<file path="src/lcc_params.svh">
// Constants for the logic cluster control block: register offsets,
// field positions, reset values and sizes.
// Assumes inclusion by bare name from the package and the cluster module.
`ifndef LCC_PARAMS_SVH
`define LCC_PARAMS_SVH

// Register byte offsets on the APB side
`define LCC_OFS_CTRL 12'h000
`define LCC_OFS_STATUS 12'h004
`define LCC_OFS_CELLS 12'h008
`define LCC_OFS_CFG_BASE 12'h040

// Cluster shape
`define LCC_NUM_CELLS 10
`define LCC_DATA_INPUTS 4
`define LCC_CTL_LIMIT 6

// CTRL fields
`define LCC_CTRL_RST_EN 0
`define LCC_CTRL_EDGE_ONE 1
`define LCC_CTRL_EDGE_TWO 2
`define LCC_CTRL_RESET 32'h0000_0000

// STATUS fields
`define LCC_STAT_OVER 0
`define LCC_STAT_UNK_LSB 4

// CELLS readback fields
`define LCC_CELLS_Q_LSB 0
`define LCC_CELLS_LUT_LSB 16

// Per-cell configuration fields
`define LCC_CFG_MASK_LSB 0
`define LCC_CFG_MODE_LSB 16
`define LCC_CFG_CLKSEL 18
`define LCC_CFG_PACK 19
`define LCC_CFG_CARRY 20
`define LCC_CFG_CASC 21
`define LCC_CFG_ASYNC_LSB 22
`define LCC_CFG_ALINE 24
`define LCC_CFG_ROLE1_LSB 25
`define LCC_CFG_ROLE2_LSB 27
`define LCC_CFG_FBSEL 29
`define LCC_CFG_RESET 32'h0000_0000

`endif

</file>
<file path="src/lcc_pkg.sv">
// Types shared by the logic cluster control block.
// Assumes lcc_params.svh is on the include path.
`include "lcc_params.svh"

package lcc_pkg;

    // Cell operating mode
    typedef enum logic [1:0] {
        LCC_MODE_NORMAL = 2'b00,
        LCC_MODE_ARITH = 2'b01,
        LCC_MODE_COUNTER = 2'b10,
        LCC_MODE_RSVD = 2'b11
    } lcc_mode_e;

    // What the selected cluster clear line does to the cell register
    typedef enum logic [1:0] {
        LCC_ASYNC_NONE = 2'b00,
        LCC_ASYNC_CLEAR = 2'b01,
        LCC_ASYNC_PRESET = 2'b10,
        LCC_ASYNC_LOAD = 2'b11
    } lcc_async_e;

    // Use of the first two data inputs
    typedef enum logic [1:0] {
        LCC_ROLE_DATA = 2'b00,
        LCC_ROLE_FEEDBACK = 2'b01,
        LCC_ROLE_COUNT_EN = 2'b10,
        LCC_ROLE_DIR = 2'b11
    } lcc_role_e;

    // Cluster-wide control lines, travelling together through the synchroniser
    typedef struct packed {
        logic clk_one;
        logic clk_two;
        logic ce_one;
        logic ce_two;
        logic clr_one;
        logic clr_two;
        logic sclr;
        logic sload;
        logic rst_n;
        logic carry_in;
        logic casc_in;
    } lcc_ctl_s;

    // Decoded per-cell configuration word
    typedef struct packed {
        logic [1:0] rsvd;
        logic fb_sel;
        lcc_role_e role2;
        lcc_role_e role1;
        logic aline;
        lcc_async_e amode;
        logic use_casc;
        logic use_carry;
        logic pack;
        logic clk_sel;
        lcc_mode_e mode;
        logic [15:0] mask;
    } lcc_cfg_s;

endpackage

</file>
<file path="src/lcc_cluster.sv">
// Logic cluster of ten cells with its cluster-wide control path,
// configured and observed over APB.
// Assumes control and data lines arrive from outside the pclk domain and
// are resynchronised here; cluster clocks are sampled as levels.
//
// Overview of operation
// - Ten cells share controls, chains, routing
// - Two cluster clocks and two enables
// - Each clock fixed to its own enable
// - Rising and falling edges use both lines
// - Clear lines also give preset and load
// - Sync clear and load hit every register
// - Counter uses two three-input lookups
// - Load selector, clear forces input low
// - Sync clear or load beats cascade
// - Clear wins over simultaneous load
// - Arithmetic shows registered and raw results
// - Packing in normal mode, not with carry
// - First cell feeds register back inside
// - Inputs one, two: enable, feedback, except cell 1
// - Hardware asynchronous clear on every register; here only LCC_ASYNC_CLEAR cells clear
// - Emulated preset-and-load comes up unknown
// - Enabled chip reset clears all non-preset registers
// - Chip reset overrides every other control
// - Preset registers go high under reset
//
// The placing of the registers and the APB interface to the registers were left to the implementer.
`timescale 1ns/1ps
`default_nettype none
`include "lcc_params.svh"

module lcc_cluster
    import lcc_pkg::*;
#(
    parameter int NCELL = `LCC_NUM_CELLS
) (
    // Clock and reset
    input wire logic pclk,
    input wire logic presetn,
    // APB slave
    input wire logic psel,
    input wire logic penable,
    input wire logic pwrite,
    input wire logic [11:0] paddr,
    input wire logic [31:0] pwdata,
    output logic [31:0] prdata,
    output logic pready,
    output logic pslverr,
    // Cluster-wide controls from user logic
    input wire logic cluster_clock_one,
    input wire logic cluster_clock_two,
    input wire logic cluster_clock_enable_one,
    input wire logic cluster_clock_enable_two,
    input wire logic cluster_clear_one,
    input wire logic cluster_clear_two,
    input wire logic cluster_sync_clear,
    input wire logic cluster_sync_load,
    input wire logic chip_reset_n,
    input wire logic cluster_carry_in,
    input wire logic cluster_cascade_in,
    // Cell data inputs, four per cell, cell 0 in the low nibble
    input wire logic [NCELL*4-1:0] cell_data,
    // Cell results
    output logic [NCELL-1:0] cell_q,
    output logic [NCELL-1:0] cell_lut_out,
    output logic cluster_carry_out,
    output logic cluster_cascade_out
);

    // Three- or four-input lookup, used by normal, arithmetic and counter modes
    function automatic logic lut_pick(input logic [15:0] mask, input logic [3:0] idx);
        lut_pick = mask[idx];
    endfunction

    lcc_ctl_s ctl_raw;
    lcc_ctl_s ctl_m_r;
    lcc_ctl_s ctl_r;
    logic [NCELL*4-1:0] dat_m_r;
    logic [NCELL*4-1:0] dat_r;
    logic clk_one_d_r;
    logic clk_two_d_r;
    logic [31:0] ctrl_r;
    lcc_cfg_s cfg_r [NCELL];
    logic over_r;
    logic [NCELL-1:0] unk_r;
    logic [NCELL-1:0] q_r;
    logic [NCELL-1:0] lut_r;
    logic carry_out_r;
    logic casc_out_r;
    logic pready_r;
    logic pslverr_r;
    logic [31:0] prdata_r;

    // Combinational cell results
    logic [NCELL-1:0] reg_in;
    logic [NCELL-1:0] capture;
    logic [NCELL-1:0] lut_now;
    logic [NCELL-1:0] aload_val;
    logic carry_last;
    logic casc_last;
    logic edge_one;
    logic edge_two;
    logic chip_rst;
    logic [7:0] ctl_act;
    logic acc;
    logic wr_acc;
    logic rd_acc;
    logic [31:0] rd_mux;
    logic rd_err;

    assign ctl_raw = '{clk_one: cluster_clock_one, clk_two: cluster_clock_two,
                       ce_one: cluster_clock_enable_one, ce_two: cluster_clock_enable_two,
                       clr_one: cluster_clear_one, clr_two: cluster_clear_two,
                       sclr: cluster_sync_clear, sload: cluster_sync_load,
                       rst_n: chip_reset_n, carry_in: cluster_carry_in,
                       casc_in: cluster_cascade_in};

    // Two-stage synchroniser; chip reset idles high so it is inactive at release
    always_ff @(posedge pclk or negedge presetn) begin
        if (!presetn) begin
            ctl_m_r <= '{rst_n: 1'b1, default: 1'b0};
            ctl_r <= '{rst_n: 1'b1, default: 1'b0};
            dat_m_r <= '0;
            dat_r <= '0;
        end else begin
            ctl_m_r <= ctl_raw;
            ctl_r <= ctl_m_r;
            dat_m_r <= cell_data;
            dat_r <= dat_m_r;
        end
    end

    // Delayed copies of the synchronised clock lines for edge detection
    always_ff @(posedge pclk or negedge presetn) begin
        if (!presetn) begin
            clk_one_d_r <= 1'b0;
            clk_two_d_r <= 1'b0;
        end else begin
            clk_one_d_r <= ctl_r.clk_one;
            clk_two_d_r <= ctl_r.clk_two;
        end
    end

    // Each cluster line has one edge polarity, so mixed edges need both lines
    always_comb begin
        edge_one = ctrl_r[`LCC_CTRL_EDGE_ONE] ? (clk_one_d_r & ~ctl_r.clk_one)
                                              : (~clk_one_d_r & ctl_r.clk_one);
        edge_two = ctrl_r[`LCC_CTRL_EDGE_TWO] ? (clk_two_d_r & ~ctl_r.clk_two)
                                              : (~clk_two_d_r & ctl_r.clk_two);
    end

    // Chip reset acts only when software enabled the option
    assign chip_rst = ctrl_r[`LCC_CTRL_RST_EN] & ~ctl_r.rst_n;

    // Cell datapath: lookups, chains, selectors, sync clear and load
    always_comb begin
        logic carry;
        logic casc;
        logic d1;
        logic d2;
        logic d3;
        logic d4;
        logic en_ok;
        logic lo;
        logic co;
        logic din;
        logic [3:0] idx;
        lcc_cfg_s c;
        carry = ctl_r.carry_in;
        casc = ctl_r.casc_in;
        d1 = 1'b0;
        d2 = 1'b0;
        d3 = 1'b0;
        d4 = 1'b0;
        en_ok = 1'b1;
        lo = 1'b0;
        co = 1'b0;
        din = 1'b0;
        idx = 4'h0;
        c = '0;
        reg_in = '0;
        capture = '0;
        lut_now = '0;
        aload_val = '0;
        for (int i = 0; i < NCELL; i++) begin
            c = cfg_r[i];
            d1 = dat_r[i*4];
            d2 = dat_r[i*4+1];
            d3 = dat_r[i*4+2];
            d4 = dat_r[i*4+3];
            en_ok = 1'b1;
            // The second cell has no special input roles
            if (i != 1) begin
                if (c.role1 == LCC_ROLE_FEEDBACK) d1 = q_r[i];
                if (c.role2 == LCC_ROLE_FEEDBACK) d2 = q_r[i];
                if (c.role1 == LCC_ROLE_COUNT_EN) en_ok = d1;
                if (c.role2 == LCC_ROLE_COUNT_EN) en_ok = en_ok & d2;
            end
            // Register feedback selector on the first cell
            if (i == 0 && c.fb_sel) d3 = q_r[i];
            unique case (c.mode)
                LCC_MODE_NORMAL: begin
                    idx = {d4, c.use_carry ? carry : d3, d2, d1};
                    lo = lut_pick(c.mask, idx);
                    co = 1'b0;
                end
                LCC_MODE_ARITH, LCC_MODE_COUNTER: begin
                    // Low half gives the sum or next count, high half the carry
                    idx = {1'b0, carry, d2, d1};
                    lo = lut_pick(c.mask, idx);
                    co = lut_pick(c.mask, idx | 4'h8);
                end
                default: begin
                    idx = 4'h0;
                    lo = 1'b0;
                    co = 1'b0;
                end
            endcase
            if (c.use_casc) lo = lo & casc;
            lut_now[i] = lo;
            // Packing feeds the register straight from the fourth input
            if (c.mode == LCC_MODE_NORMAL && c.pack && !c.use_carry) begin
                din = d4;
            end else begin
                din = lo;
            end
            // Load selector then clearing gate; both override the cascade term
            din = ctl_r.sload ? d4 : din;
            din = din & ~ctl_r.sclr;
            reg_in[i] = din;
            aload_val[i] = d4;
            capture[i] = (c.clk_sel ? (edge_two & ctl_r.ce_two)
                                    : (edge_one & ctl_r.ce_one)) & en_ok;
            casc = lo;
            carry = co;
        end
        carry_last = carry;
        casc_last = casc;
    end

    // Cell registers: chip reset first, then cluster clear lines, then clock
    always_ff @(posedge pclk or negedge presetn) begin
        if (!presetn) begin
            q_r <= '0;
        end else begin
            for (int i = 0; i < NCELL; i++) begin
                if (chip_rst) begin
                    q_r[i] <= (cfg_r[i].amode == LCC_ASYNC_PRESET);
                end else if (cfg_r[i].amode != LCC_ASYNC_NONE &&
                             (cfg_r[i].aline ? ctl_r.clr_two : ctl_r.clr_one)) begin
                    unique case (cfg_r[i].amode)
                        LCC_ASYNC_CLEAR: q_r[i] <= 1'b0;
                        LCC_ASYNC_PRESET: q_r[i] <= 1'b1;
                        LCC_ASYNC_LOAD: q_r[i] <= aload_val[i];
                        default: q_r[i] <= q_r[i];
                    endcase
                end else if (capture[i]) begin
                    q_r[i] <= reg_in[i];
                end
            end
        end
    end

    // Emulated preset-and-load registers are flagged unknown until the next clock capture
    always_ff @(posedge pclk or negedge presetn) begin
        if (!presetn) begin
            unk_r <= '0;
        end else begin
            for (int i = 0; i < NCELL; i++) begin
                if (chip_rst && cfg_r[i].amode == LCC_ASYNC_LOAD) begin
                    unk_r[i] <= 1'b1;
                end else if (capture[i]) begin
                    unk_r[i] <= 1'b0;
                end
            end
        end
    end

    // Registered view of the unregistered results and chain outputs
    always_ff @(posedge pclk or negedge presetn) begin
        if (!presetn) begin
            lut_r <= '0;
            carry_out_r <= 1'b0;
            casc_out_r <= 1'b0;
        end else begin
            lut_r <= lut_now;
            carry_out_r <= carry_last;
            casc_out_r <= casc_last;
        end
    end

    // Count active cluster-wide controls; overload is a user fault, only flagged
    assign ctl_act = {ctl_r.clk_one, ctl_r.clk_two, ctl_r.ce_one, ctl_r.ce_two,
                      ctl_r.clr_one, ctl_r.clr_two, ctl_r.sclr, ctl_r.sload};

    // APB access decode
    assign acc = psel & penable & ~pready_r;
    assign wr_acc = acc & pwrite;
    assign rd_acc = acc & ~pwrite;

    // Overload sticky bit; a new overload wins over a write-one clear
    always_ff @(posedge pclk or negedge presetn) begin
        if (!presetn) begin
            over_r <= 1'b0;
        end else if ($countones(ctl_act) > `LCC_CTL_LIMIT) begin
            over_r <= 1'b1;
        end else if (wr_acc && paddr == `LCC_OFS_STATUS && pwdata[`LCC_STAT_OVER]) begin
            over_r <= 1'b0;
        end
    end

    // Control and configuration registers
    always_ff @(posedge pclk or negedge presetn) begin
        if (!presetn) begin
            ctrl_r <= `LCC_CTRL_RESET;
            for (int i = 0; i < NCELL; i++) cfg_r[i] <= `LCC_CFG_RESET;
        end else if (wr_acc) begin
            if (paddr == `LCC_OFS_CTRL) ctrl_r <= pwdata & 32'h0000_0007;
            for (int i = 0; i < NCELL; i++) begin
                if (paddr == `LCC_OFS_CFG_BASE + 12'(i*4)) begin
                    cfg_r[i] <= pwdata & 32'h3fff_ffff;
                end
            end
        end
    end

    // Read mux and unmapped-address detection
    always_comb begin
        rd_mux = 32'h0000_0000;
        rd_err = 1'b1;
        if (paddr == `LCC_OFS_CTRL) begin
            rd_mux = ctrl_r;
            rd_err = 1'b0;
        end else if (paddr == `LCC_OFS_STATUS) begin
            rd_mux[`LCC_STAT_OVER] = over_r;
            rd_mux[`LCC_STAT_UNK_LSB +: NCELL] = unk_r;
            rd_err = 1'b0;
        end else if (paddr == `LCC_OFS_CELLS) begin
            rd_mux[`LCC_CELLS_Q_LSB +: NCELL] = q_r;
            rd_mux[`LCC_CELLS_LUT_LSB +: NCELL] = lut_r;
            rd_err = 1'b0;
        end
        for (int i = 0; i < NCELL; i++) begin
            if (paddr == `LCC_OFS_CFG_BASE + 12'(i*4)) begin
                rd_mux = cfg_r[i];
                rd_err = 1'b0;
            end
        end
    end

    // One wait state: answer registered in the first access cycle
    always_ff @(posedge pclk or negedge presetn) begin
        if (!presetn) begin
            pready_r <= 1'b0;
            pslverr_r <= 1'b0;
            prdata_r <= 32'h0000_0000;
        end else begin
            pready_r <= acc;
            pslverr_r <= acc & rd_err;
            if (rd_acc) prdata_r <= rd_err ? 32'h0000_0000 : rd_mux;
        end
    end

    assign prdata = prdata_r;
    assign pready = pready_r;
    assign pslverr = pslverr_r;
    assign cell_q = q_r;
    assign cell_lut_out = lut_r;
    assign cluster_carry_out = carry_out_r;
    assign cluster_cascade_out = casc_out_r;

endmodule
`default_nettype wire

</file>
<file path="config.mk">
export PLATFORM = sky130hd
export DESIGN_NAME = lcc_cluster
export DESIGN_NICKNAME = d
export VERILOG_FILES = /design/src/lcc_pkg.sv /design/src/lcc_cluster.sv
export VERILOG_INCLUDE_DIRS = /design/src
export SDC_FILE = /design/constraint.sdc
export NUM_CORES = 1
export LEC_CHECK = 0
export ABC_AREA = 1
export BUFFER_PORTS_ARGS = -buffer_cell sky130_fd_sc_hd__buf_4
export CAP_MARGIN = 10
export CORE_MARGIN = 2
export CORE_UTILIZATION = 55
export CTS_BUF_LIST = sky130_fd_sc_hd__clkbuf_4 sky130_fd_sc_hd__clkbuf_8
export DETAILED_ROUTE_END_ITERATION = 8
export PLACE_DENSITY = 0.77
export SYNTH_ARGS = -nofsm -noshare
export SYNTH_HDL_FRONTEND = slang
export SYNTH_SLANG_ARGS = --single-unit
</file>
<file path="constraint.sdc">
create_clock -name pclk -period 3.4 [get_ports pclk]
set_input_delay 0.51 -clock pclk [delete_from_list [all_inputs] [get_ports pclk]]
set_output_delay 0.51 -clock pclk [all_outputs]
set_load 0.03 [all_outputs]
</file>
## Yosys cells after proc, flatten, opt, wreduce, memory -nomap -nowiden

Index checks and enable logic that the tools add are counted.

| word-level totals | value |
|---|---|
| output and inout bits | 56 |
| memory bits (read-only) | 0 |
| RAM bits | 0 |
| memories kept | 0 |
| word-level logic and storage cells | 767 |
| bits in registers | 474 |
| latch bits | 0 |

| cells by class | value |
|---|---|
| multipliers | 0 |
| divide/modulo/power cells | 0 |
| reductions and logical operators | 125 |
| shift operators | 0 |
| bitwise logic cells | 58 |
| muxes and demuxes | 274 |
| $add $sub $neg | 7 |
| eq/ne operators | 108 |
| order comparisons | 31 |

Operators with widths:

| operator | number |
|---|---|
| $mux W32 | 10 |
| $mux W1 | 205 |
| $eq A12 B7 Y1 const B | 10 |
| $lt A4 B5 Y1 const B | 20 |
| $eq A2 B2 Y1 const B | 48 |
| $eq A2 B1 Y1 const B | 38 |
| $bmux W1 S3 | 20 |
| $and A1 B1 Y1 | 50 |
| $lt A3 B5 Y1 const B | 10 |
| $ne A5 B3 Y1 const B | 10 |
| $logic_and A1 B1 Y1 | 42 |
| $reduce_and A2 Y1 | 21 |
| $reduce_bool A2 Y1 | 21 |
| $bmux W1 S4 | 10 |
| $mux W10 | 4 |
| $mux W30 | 1 |
| $pmux W1 S3 | 10 |
| $reduce_bool A3 Y1 | 10 |
| $logic_not A2 Y1 | 10 |
| $pmux W1 S2 | 10 |
| $reduce_or A2 Y1 | 10 |
| $mux W14 | 1 |
| $eq A12 B3 Y1 const B | 1 |
| $eq A12 B4 Y1 const B | 1 |
| other kinds (10) | 30 |

## Logic depth before layout (Yosys ltp)

| depth | value |
|---|---|
| word-level depth | 41 |
| gate-level depth with buffers | 38 |
| mapped depth without buffers | 38 |

## Worst setup path after synthesis

No wires, ideal clock.

| timing path | value |
|---|---|
| path kind | flip-flop to flip-flop |
| from | register q_r[0] (netlist: cell_q[0]) |
| to | register q_r[9] (netlist: cell_q[9]) |
| cell stages (with the launch flop) | 36 |
| path slack | -0.043 ns |
| required time | 3.270 ns |
| buffers on the path | 0 |
| data arrival time | 3.313 ns |
| cell sequence | dfrtp_1 -> nand3_2 -> nand2_4 -> nand2_2 -> nand2_1 -> nand2_1 -> nand3_1 -> nand3_2 -> nand2_1 -> nand2_2 -> nand3_1 -> nand3_2 -> nand2_2 -> nand3_2 -> nand2_2 -> nand3_2 -> nand2_2 -> nand3_4 -> nand2_4 -> nand3_2 -> nand2_2 -> nand3_2 -> nand2_2 -> nand3_2 -> nand2_1 -> nand3_1 -> nand2_1 -> nand2_1 -> nand3_1 -> nand2_1 -> nand3_1 -> nand2_1 -> nand2_1 -> nand2_1 -> nand2_1 -> a21oi_1 |

| on the way | value |
|---|---|
| word-level cells in the longest chain between the ends | 40 |
| elaborated cells between the ends (all ways) | 116 |
| classes of those cells | mux: 105; bitwise: 11 |

RTL lines:

| element | line | text |
|---|---|---|
| start: declaration | lcc_cluster.sv:86 | `logic [NCELL-1:0] q_r;` |
| start signal: indexed assignment | lcc_cluster.sv:248 | `q_r[i] <= (cfg_r[i].amode == LCC_ASYNC_PRESET);` |
| start signal: indexed assignment | lcc_cluster.sv:254 | `LCC_ASYNC_LOAD: q_r[i] <= aload_val[i];` |
| start signal: indexed assignment | lcc_cluster.sv:255 | `default: q_r[i] <= q_r[i];` |
| $mux W1 (on tied branches) | lcc_cluster.sv:194, lcc_cluster.sv:195 |  |
| $bmux W1 S3 | lcc_cluster.sv:72 | `lut_pick = mask[idx];` |
| $mux W1 (not written as such) | lcc_cluster.sv:72 |  |
| $mux W1 | lcc_cluster.sv:201 | `unique case (c.mode)` |
| $bmux W1 S3 | lcc_cluster.sv:72 |  |
| $mux W1 (not written as such) | lcc_cluster.sv:72 |  |
| $mux W1 | lcc_cluster.sv:201 |  |
| $bmux W1 S3 | lcc_cluster.sv:72 |  |
| [... 24 more ...] | - |  |
| $and A1 B1 Y1 | lcc_cluster.sv:219 | `if (c.use_casc) lo = lo & casc;` |
| $mux W1 * | lcc_cluster.sv:219 |  |
| $mux W1 * | lcc_cluster.sv:222 | `if (c.mode == LCC_MODE_NORMAL && c.pack && !c.use_carry) begin` |
| $mux W1 * | lcc_cluster.sv:228 | `din = ctl_r.sload ? d4 : din;` |
| $and A1 B1 Y1 * | lcc_cluster.sv:229 | `din = din & ~ctl_r.sclr;` |
| $mux W1 * | lcc_cluster.sv:257 | `end else if (capture[i]) begin` |
| $mux W1 * | lcc_cluster.sv:249 | `end else if (cfg_r[i].amode != LCC_ASYNC_NONE &&` |
| $mux W1 * | lcc_cluster.sv:247 | `if (chip_rst) begin` |

Mark *: on every way between the ends. The rest lies on a longest branch, timed or not. The select of a mux whose other input is x is not followed.
A chain may end at the register's enable or synchronous reset.

## Worst setup path after layout

Same ends and word-level chain as after synthesis.

==> run summary <==
crit path from -> cell_q[0]
Syn Area/Cell -> 8.42 µm²
# IOs -> 156
initial antenna violation count -> 1
register bit total from synthesis -> 471
crit-path most repeated cell -> nand2_1
total die area -> 0.0423 mm²
Final Max Slew Viols -> 0
clk slew on worst S/H paths -> 0.07 ns
Critical Path End -> cell_q[9]
Fmax -> 262 MHz
RSZ-0062 raised after global routing -> yes
critical path class -> register to register
hold crit path type -> primary input to register
area post-placement -> 0.0253 mm²
critical path fanouts, max -> 5
Num CTS Buffers -> 78
R2R setup slack -> -0.42 ns
post-DP HPWL -> 58,100 µm
CP max-delay cell -> dfrtp_2
CP startpoint kind -> register
row count -> 73
Rel. slew slack -> 28.3%
Post-DRT Antenna Nets -> 0
power density cells -> 437 mW/mm²
first-pass GRT wire length -> 119,000 µm
vias in the first global route -> 20,300
crit path DAT -> 4.43 ns
clk_skew -> 0.0411 ns
DR WL/cell -> 21.9 µm
worst vdd ir -> 0.000424 V
total global routing overflow -> 0
Reg power frac -> 47.7%
Ys Warns -> 0
port bufs -> 151
Starting Density -> 56.0%
H-Tree Depth -> 3
CP required -> 4.01 ns
register area share after synthesis -> 52.7%
Initial DRT Pass Iterations -> 6
Detailed Route Iter0 Violations -> 2,491
Switch Pwr -> 3.18 mW
Post-Syn Area -> 0.0224 mm²
clock share of power -> 43.0%
pre-CTS worst setup slack -> -0.380 ns
status -> finished with violations
clock buffer depth -> 3
worst slew pin tran -> 1.07 ns
fill count -> 3,230
area grow syn2layout -> 24.5%
final worst setup slack -> -0.419 ns
Slowest Stage Delay on Critical Path -> 0.47 ns
failing checks -> setup timing
Syn Inst Count -> 2,654
Final period util -> 112%
global-route usage over all layers -> 38.0%
CTS tree -> done
Max-Cap Viols -> 0
final wirelength -> 79,200 µm
Net Sw Frac -> 26.2%
largest net degree at the start of global routing -> 77
Post-synth EDFFs -> 0
Final Hold Violating Endpoints -> 0
Die X -> 206 µm
Comb power frac -> 9.2%
root buffer cell -> clkbuf_8
CORE AREA -> 0.0399 mm²
Pleak -> 13.2 nW
CP endpoint kind -> register
Synth cell types -> 47
Worst R2R End -> cell_q[9]
Final Cell Area -> 0.0278 mm²
clk sinks -> 471
Async SR Flop Fraction -> 100%
Main synth FF type -> dfrtp_1
crit path time final -> 3.82 ns
number of remaining DRC errors -> 0
worst reg2reg startpoint -> cell_q[0]
Nets -> 3,155
final RePlAce weighted congestion -> 0.982
P_int -> 8.98 mW
Final setup viols -> 6
Via Count -> 21,400
cells on worst reg2reg path -> 29
layout cells sized above 1 -> 19.7%
vias per cell -> 5.92
die height -> 206 µm
worst-skew pair later-pin latency -> 0.70 ns
[layout by cell type, fill, tap and decap left out, types with 24 or more instances in the layout]
master         instances
or2_2                 35
o21ai_0              405
dfrtp_1              467
buf_4                340
clkbuf_4              27
a32oi_1               25
clkbuf_8              96
nand3_1              135
o211ai_1              29
o221ai_1              28
nor2_1               122
inv_1                266
nand2_1              672
dlygate4sd3_1         52
nand4_1               24
nand3_2               24
a221oi_1              27
a21oi_1               69
[power groups by stage]
stage | registers [mW] | logic (mW) | clock network (mW)
floorplan | 5.93 | 0.347 | 0
global placement | 5.90 | 0.978 | 0
detailed placement | 5.90 | 1.00 | 0
CTS | 5.80 | 1.07 | 5.25
global route | 5.81 | 1.21 | 5.52
finish | 5.81 | 1.12 | 5.24
[registers in the layout (all words and copies together) (netlist names)]
name and cells:
cell_lut_out 9, cell_q 10, cfg_r 300, clk_one_d_r 1, clk_two_d_r 1, cluster_carry_out 1
cluster_cascade_out 1, ctl_act 8, ctl_m_r 11, ctl_r 3, ctrl_r 3, dat_m_r 40
dat_r 40, over_r 1, prdata 30, pready 1, pslverr 1, unk_r 10
[synth_stat cells, types with 3 or more instances]
master / number / area [µm²]
o221ai_1: 28 / 245
nand2_2: 9 / 56.3
a21oi_1: 72 / 360
a211oi_1: 15 / 113
ha_1: 23 / 288
nand3_1: 157 / 786
inv_1: 268 / 1010
nand4_1: 24 / 150
a31oi_1: 14 / 87.6
o22ai_1: 10 / 62.6
fa_1: 4 / 80.1
nand3b_1: 4 / 30.0
nand2_1: 691 / 2590
a32oi_1: 26 / 228
clkinv_1: 6 / 22.5
dfrtp_1: 469 / 11700
clkbuf_1: 107 / 402
nor2_1: 124 / 465
nand3_2: 8 / 80.1
o32ai_1: 12 / 105
a32o_1: 19 / 190
nor3_1: 8 / 40.0
nor4_1: 3 / 18.8
o2111ai_1: 18 / 158
buf_4: 4 / 30.0
o21ai_0: 409 / 2050
a21o_1: 4 / 30.0
o211ai_1: 29 / 218
a221oi_1: 27 / 236
or2_2: 35 / 219
nand2_4: 3 / 33.8
[what timing repair did]
item | in CTS | in global routing
pin swaps | 8 | 34
resized for setup | 13 | 67
hold endpoints to repair | 117 | 0
setup buffers | 5 | 8
endpoints found under the setup margin | 7 | 11
hold buffers | 52 | 0
[how the worst min path moves through the flow]
stage                            from  slack, ns  cells past startpoint         endpoint
final                         penable       0.08                      3           pready
after global routing          penable       0.08                      3           pready
after CTS                     penable       0.05                      3           pready
after detailed placement  ctl_m_r[10]       0.33                      0       ctl_act[7]
after global placement    dat_m_r[20]       0.33                      0        dat_r[20]
after floorplan               presetn       0.21                      0  cell_lut_out[0]
[area by class of cell]
type / instances / area (µm²) / area share [%]
Clock inverter: 13 / 92.6 / 0.333
Clock buffer: 123 / 1520 / 5.48
Sequential cell: 471 / 11800 / 42.4
Antenna cell: 1 / 2.50 / 0.00899
Tap cell: 525 / 657 / 2.36
Timing Repair Buffer: 405 / 3300 / 11.9
Multi-Input combinational cell: 1796 / 9420 / 33.9
Inverter: 276 / 1040 / 3.73
[cells by family after synthesis]
group	after synthesis	synth area share, %
AND/OR/NAND/NOR	1070	20.2
AO/OA/AOI/OAI	694	18.6
flip-flops	471	52.7
buffers and inverters	388	6.59
adder cells (fa/ha/maj)	27	1.65
multiplexers	3	0.140
other	1	0.0168
[layer usage]
layer,global-route usage [%],vias to the layer above,part of all wire (%)
met5,0,-,0.013
met4,15.0,2,3.9
met3,7.93,179,9.7
met1,53.8,10400,41
li1,-,9729,-
met2,57.7,1087,45
[stage by stage]
stage          TNS, ns  instances  power [mW]  utilization [%]  hold WS [ns]
6_report         -1.28       3610        12.2             69.7        0.0816
5_1_grt          -3.07       3609        12.5             69.7        0.0817
3_5_place_dp     -1.86       3408        6.91             63.3         0.335
3_3_place_gp    -0.965       3408        6.88             63.3         0.332
2_1_floorplan        0       2655        6.28                -         0.214
4_1_cts         -0.765       3601        12.1             68.9        0.0499
[critical path: cells and delay by family, from the launching register on]
kind | cells | cell delay (ns)
compound gates | 2 | 0.35
simple gates | 25 | 2.64
buf+inv | 2 | 0.30
flops | 1 | 0.47
(Power assumes the default switching activity.)
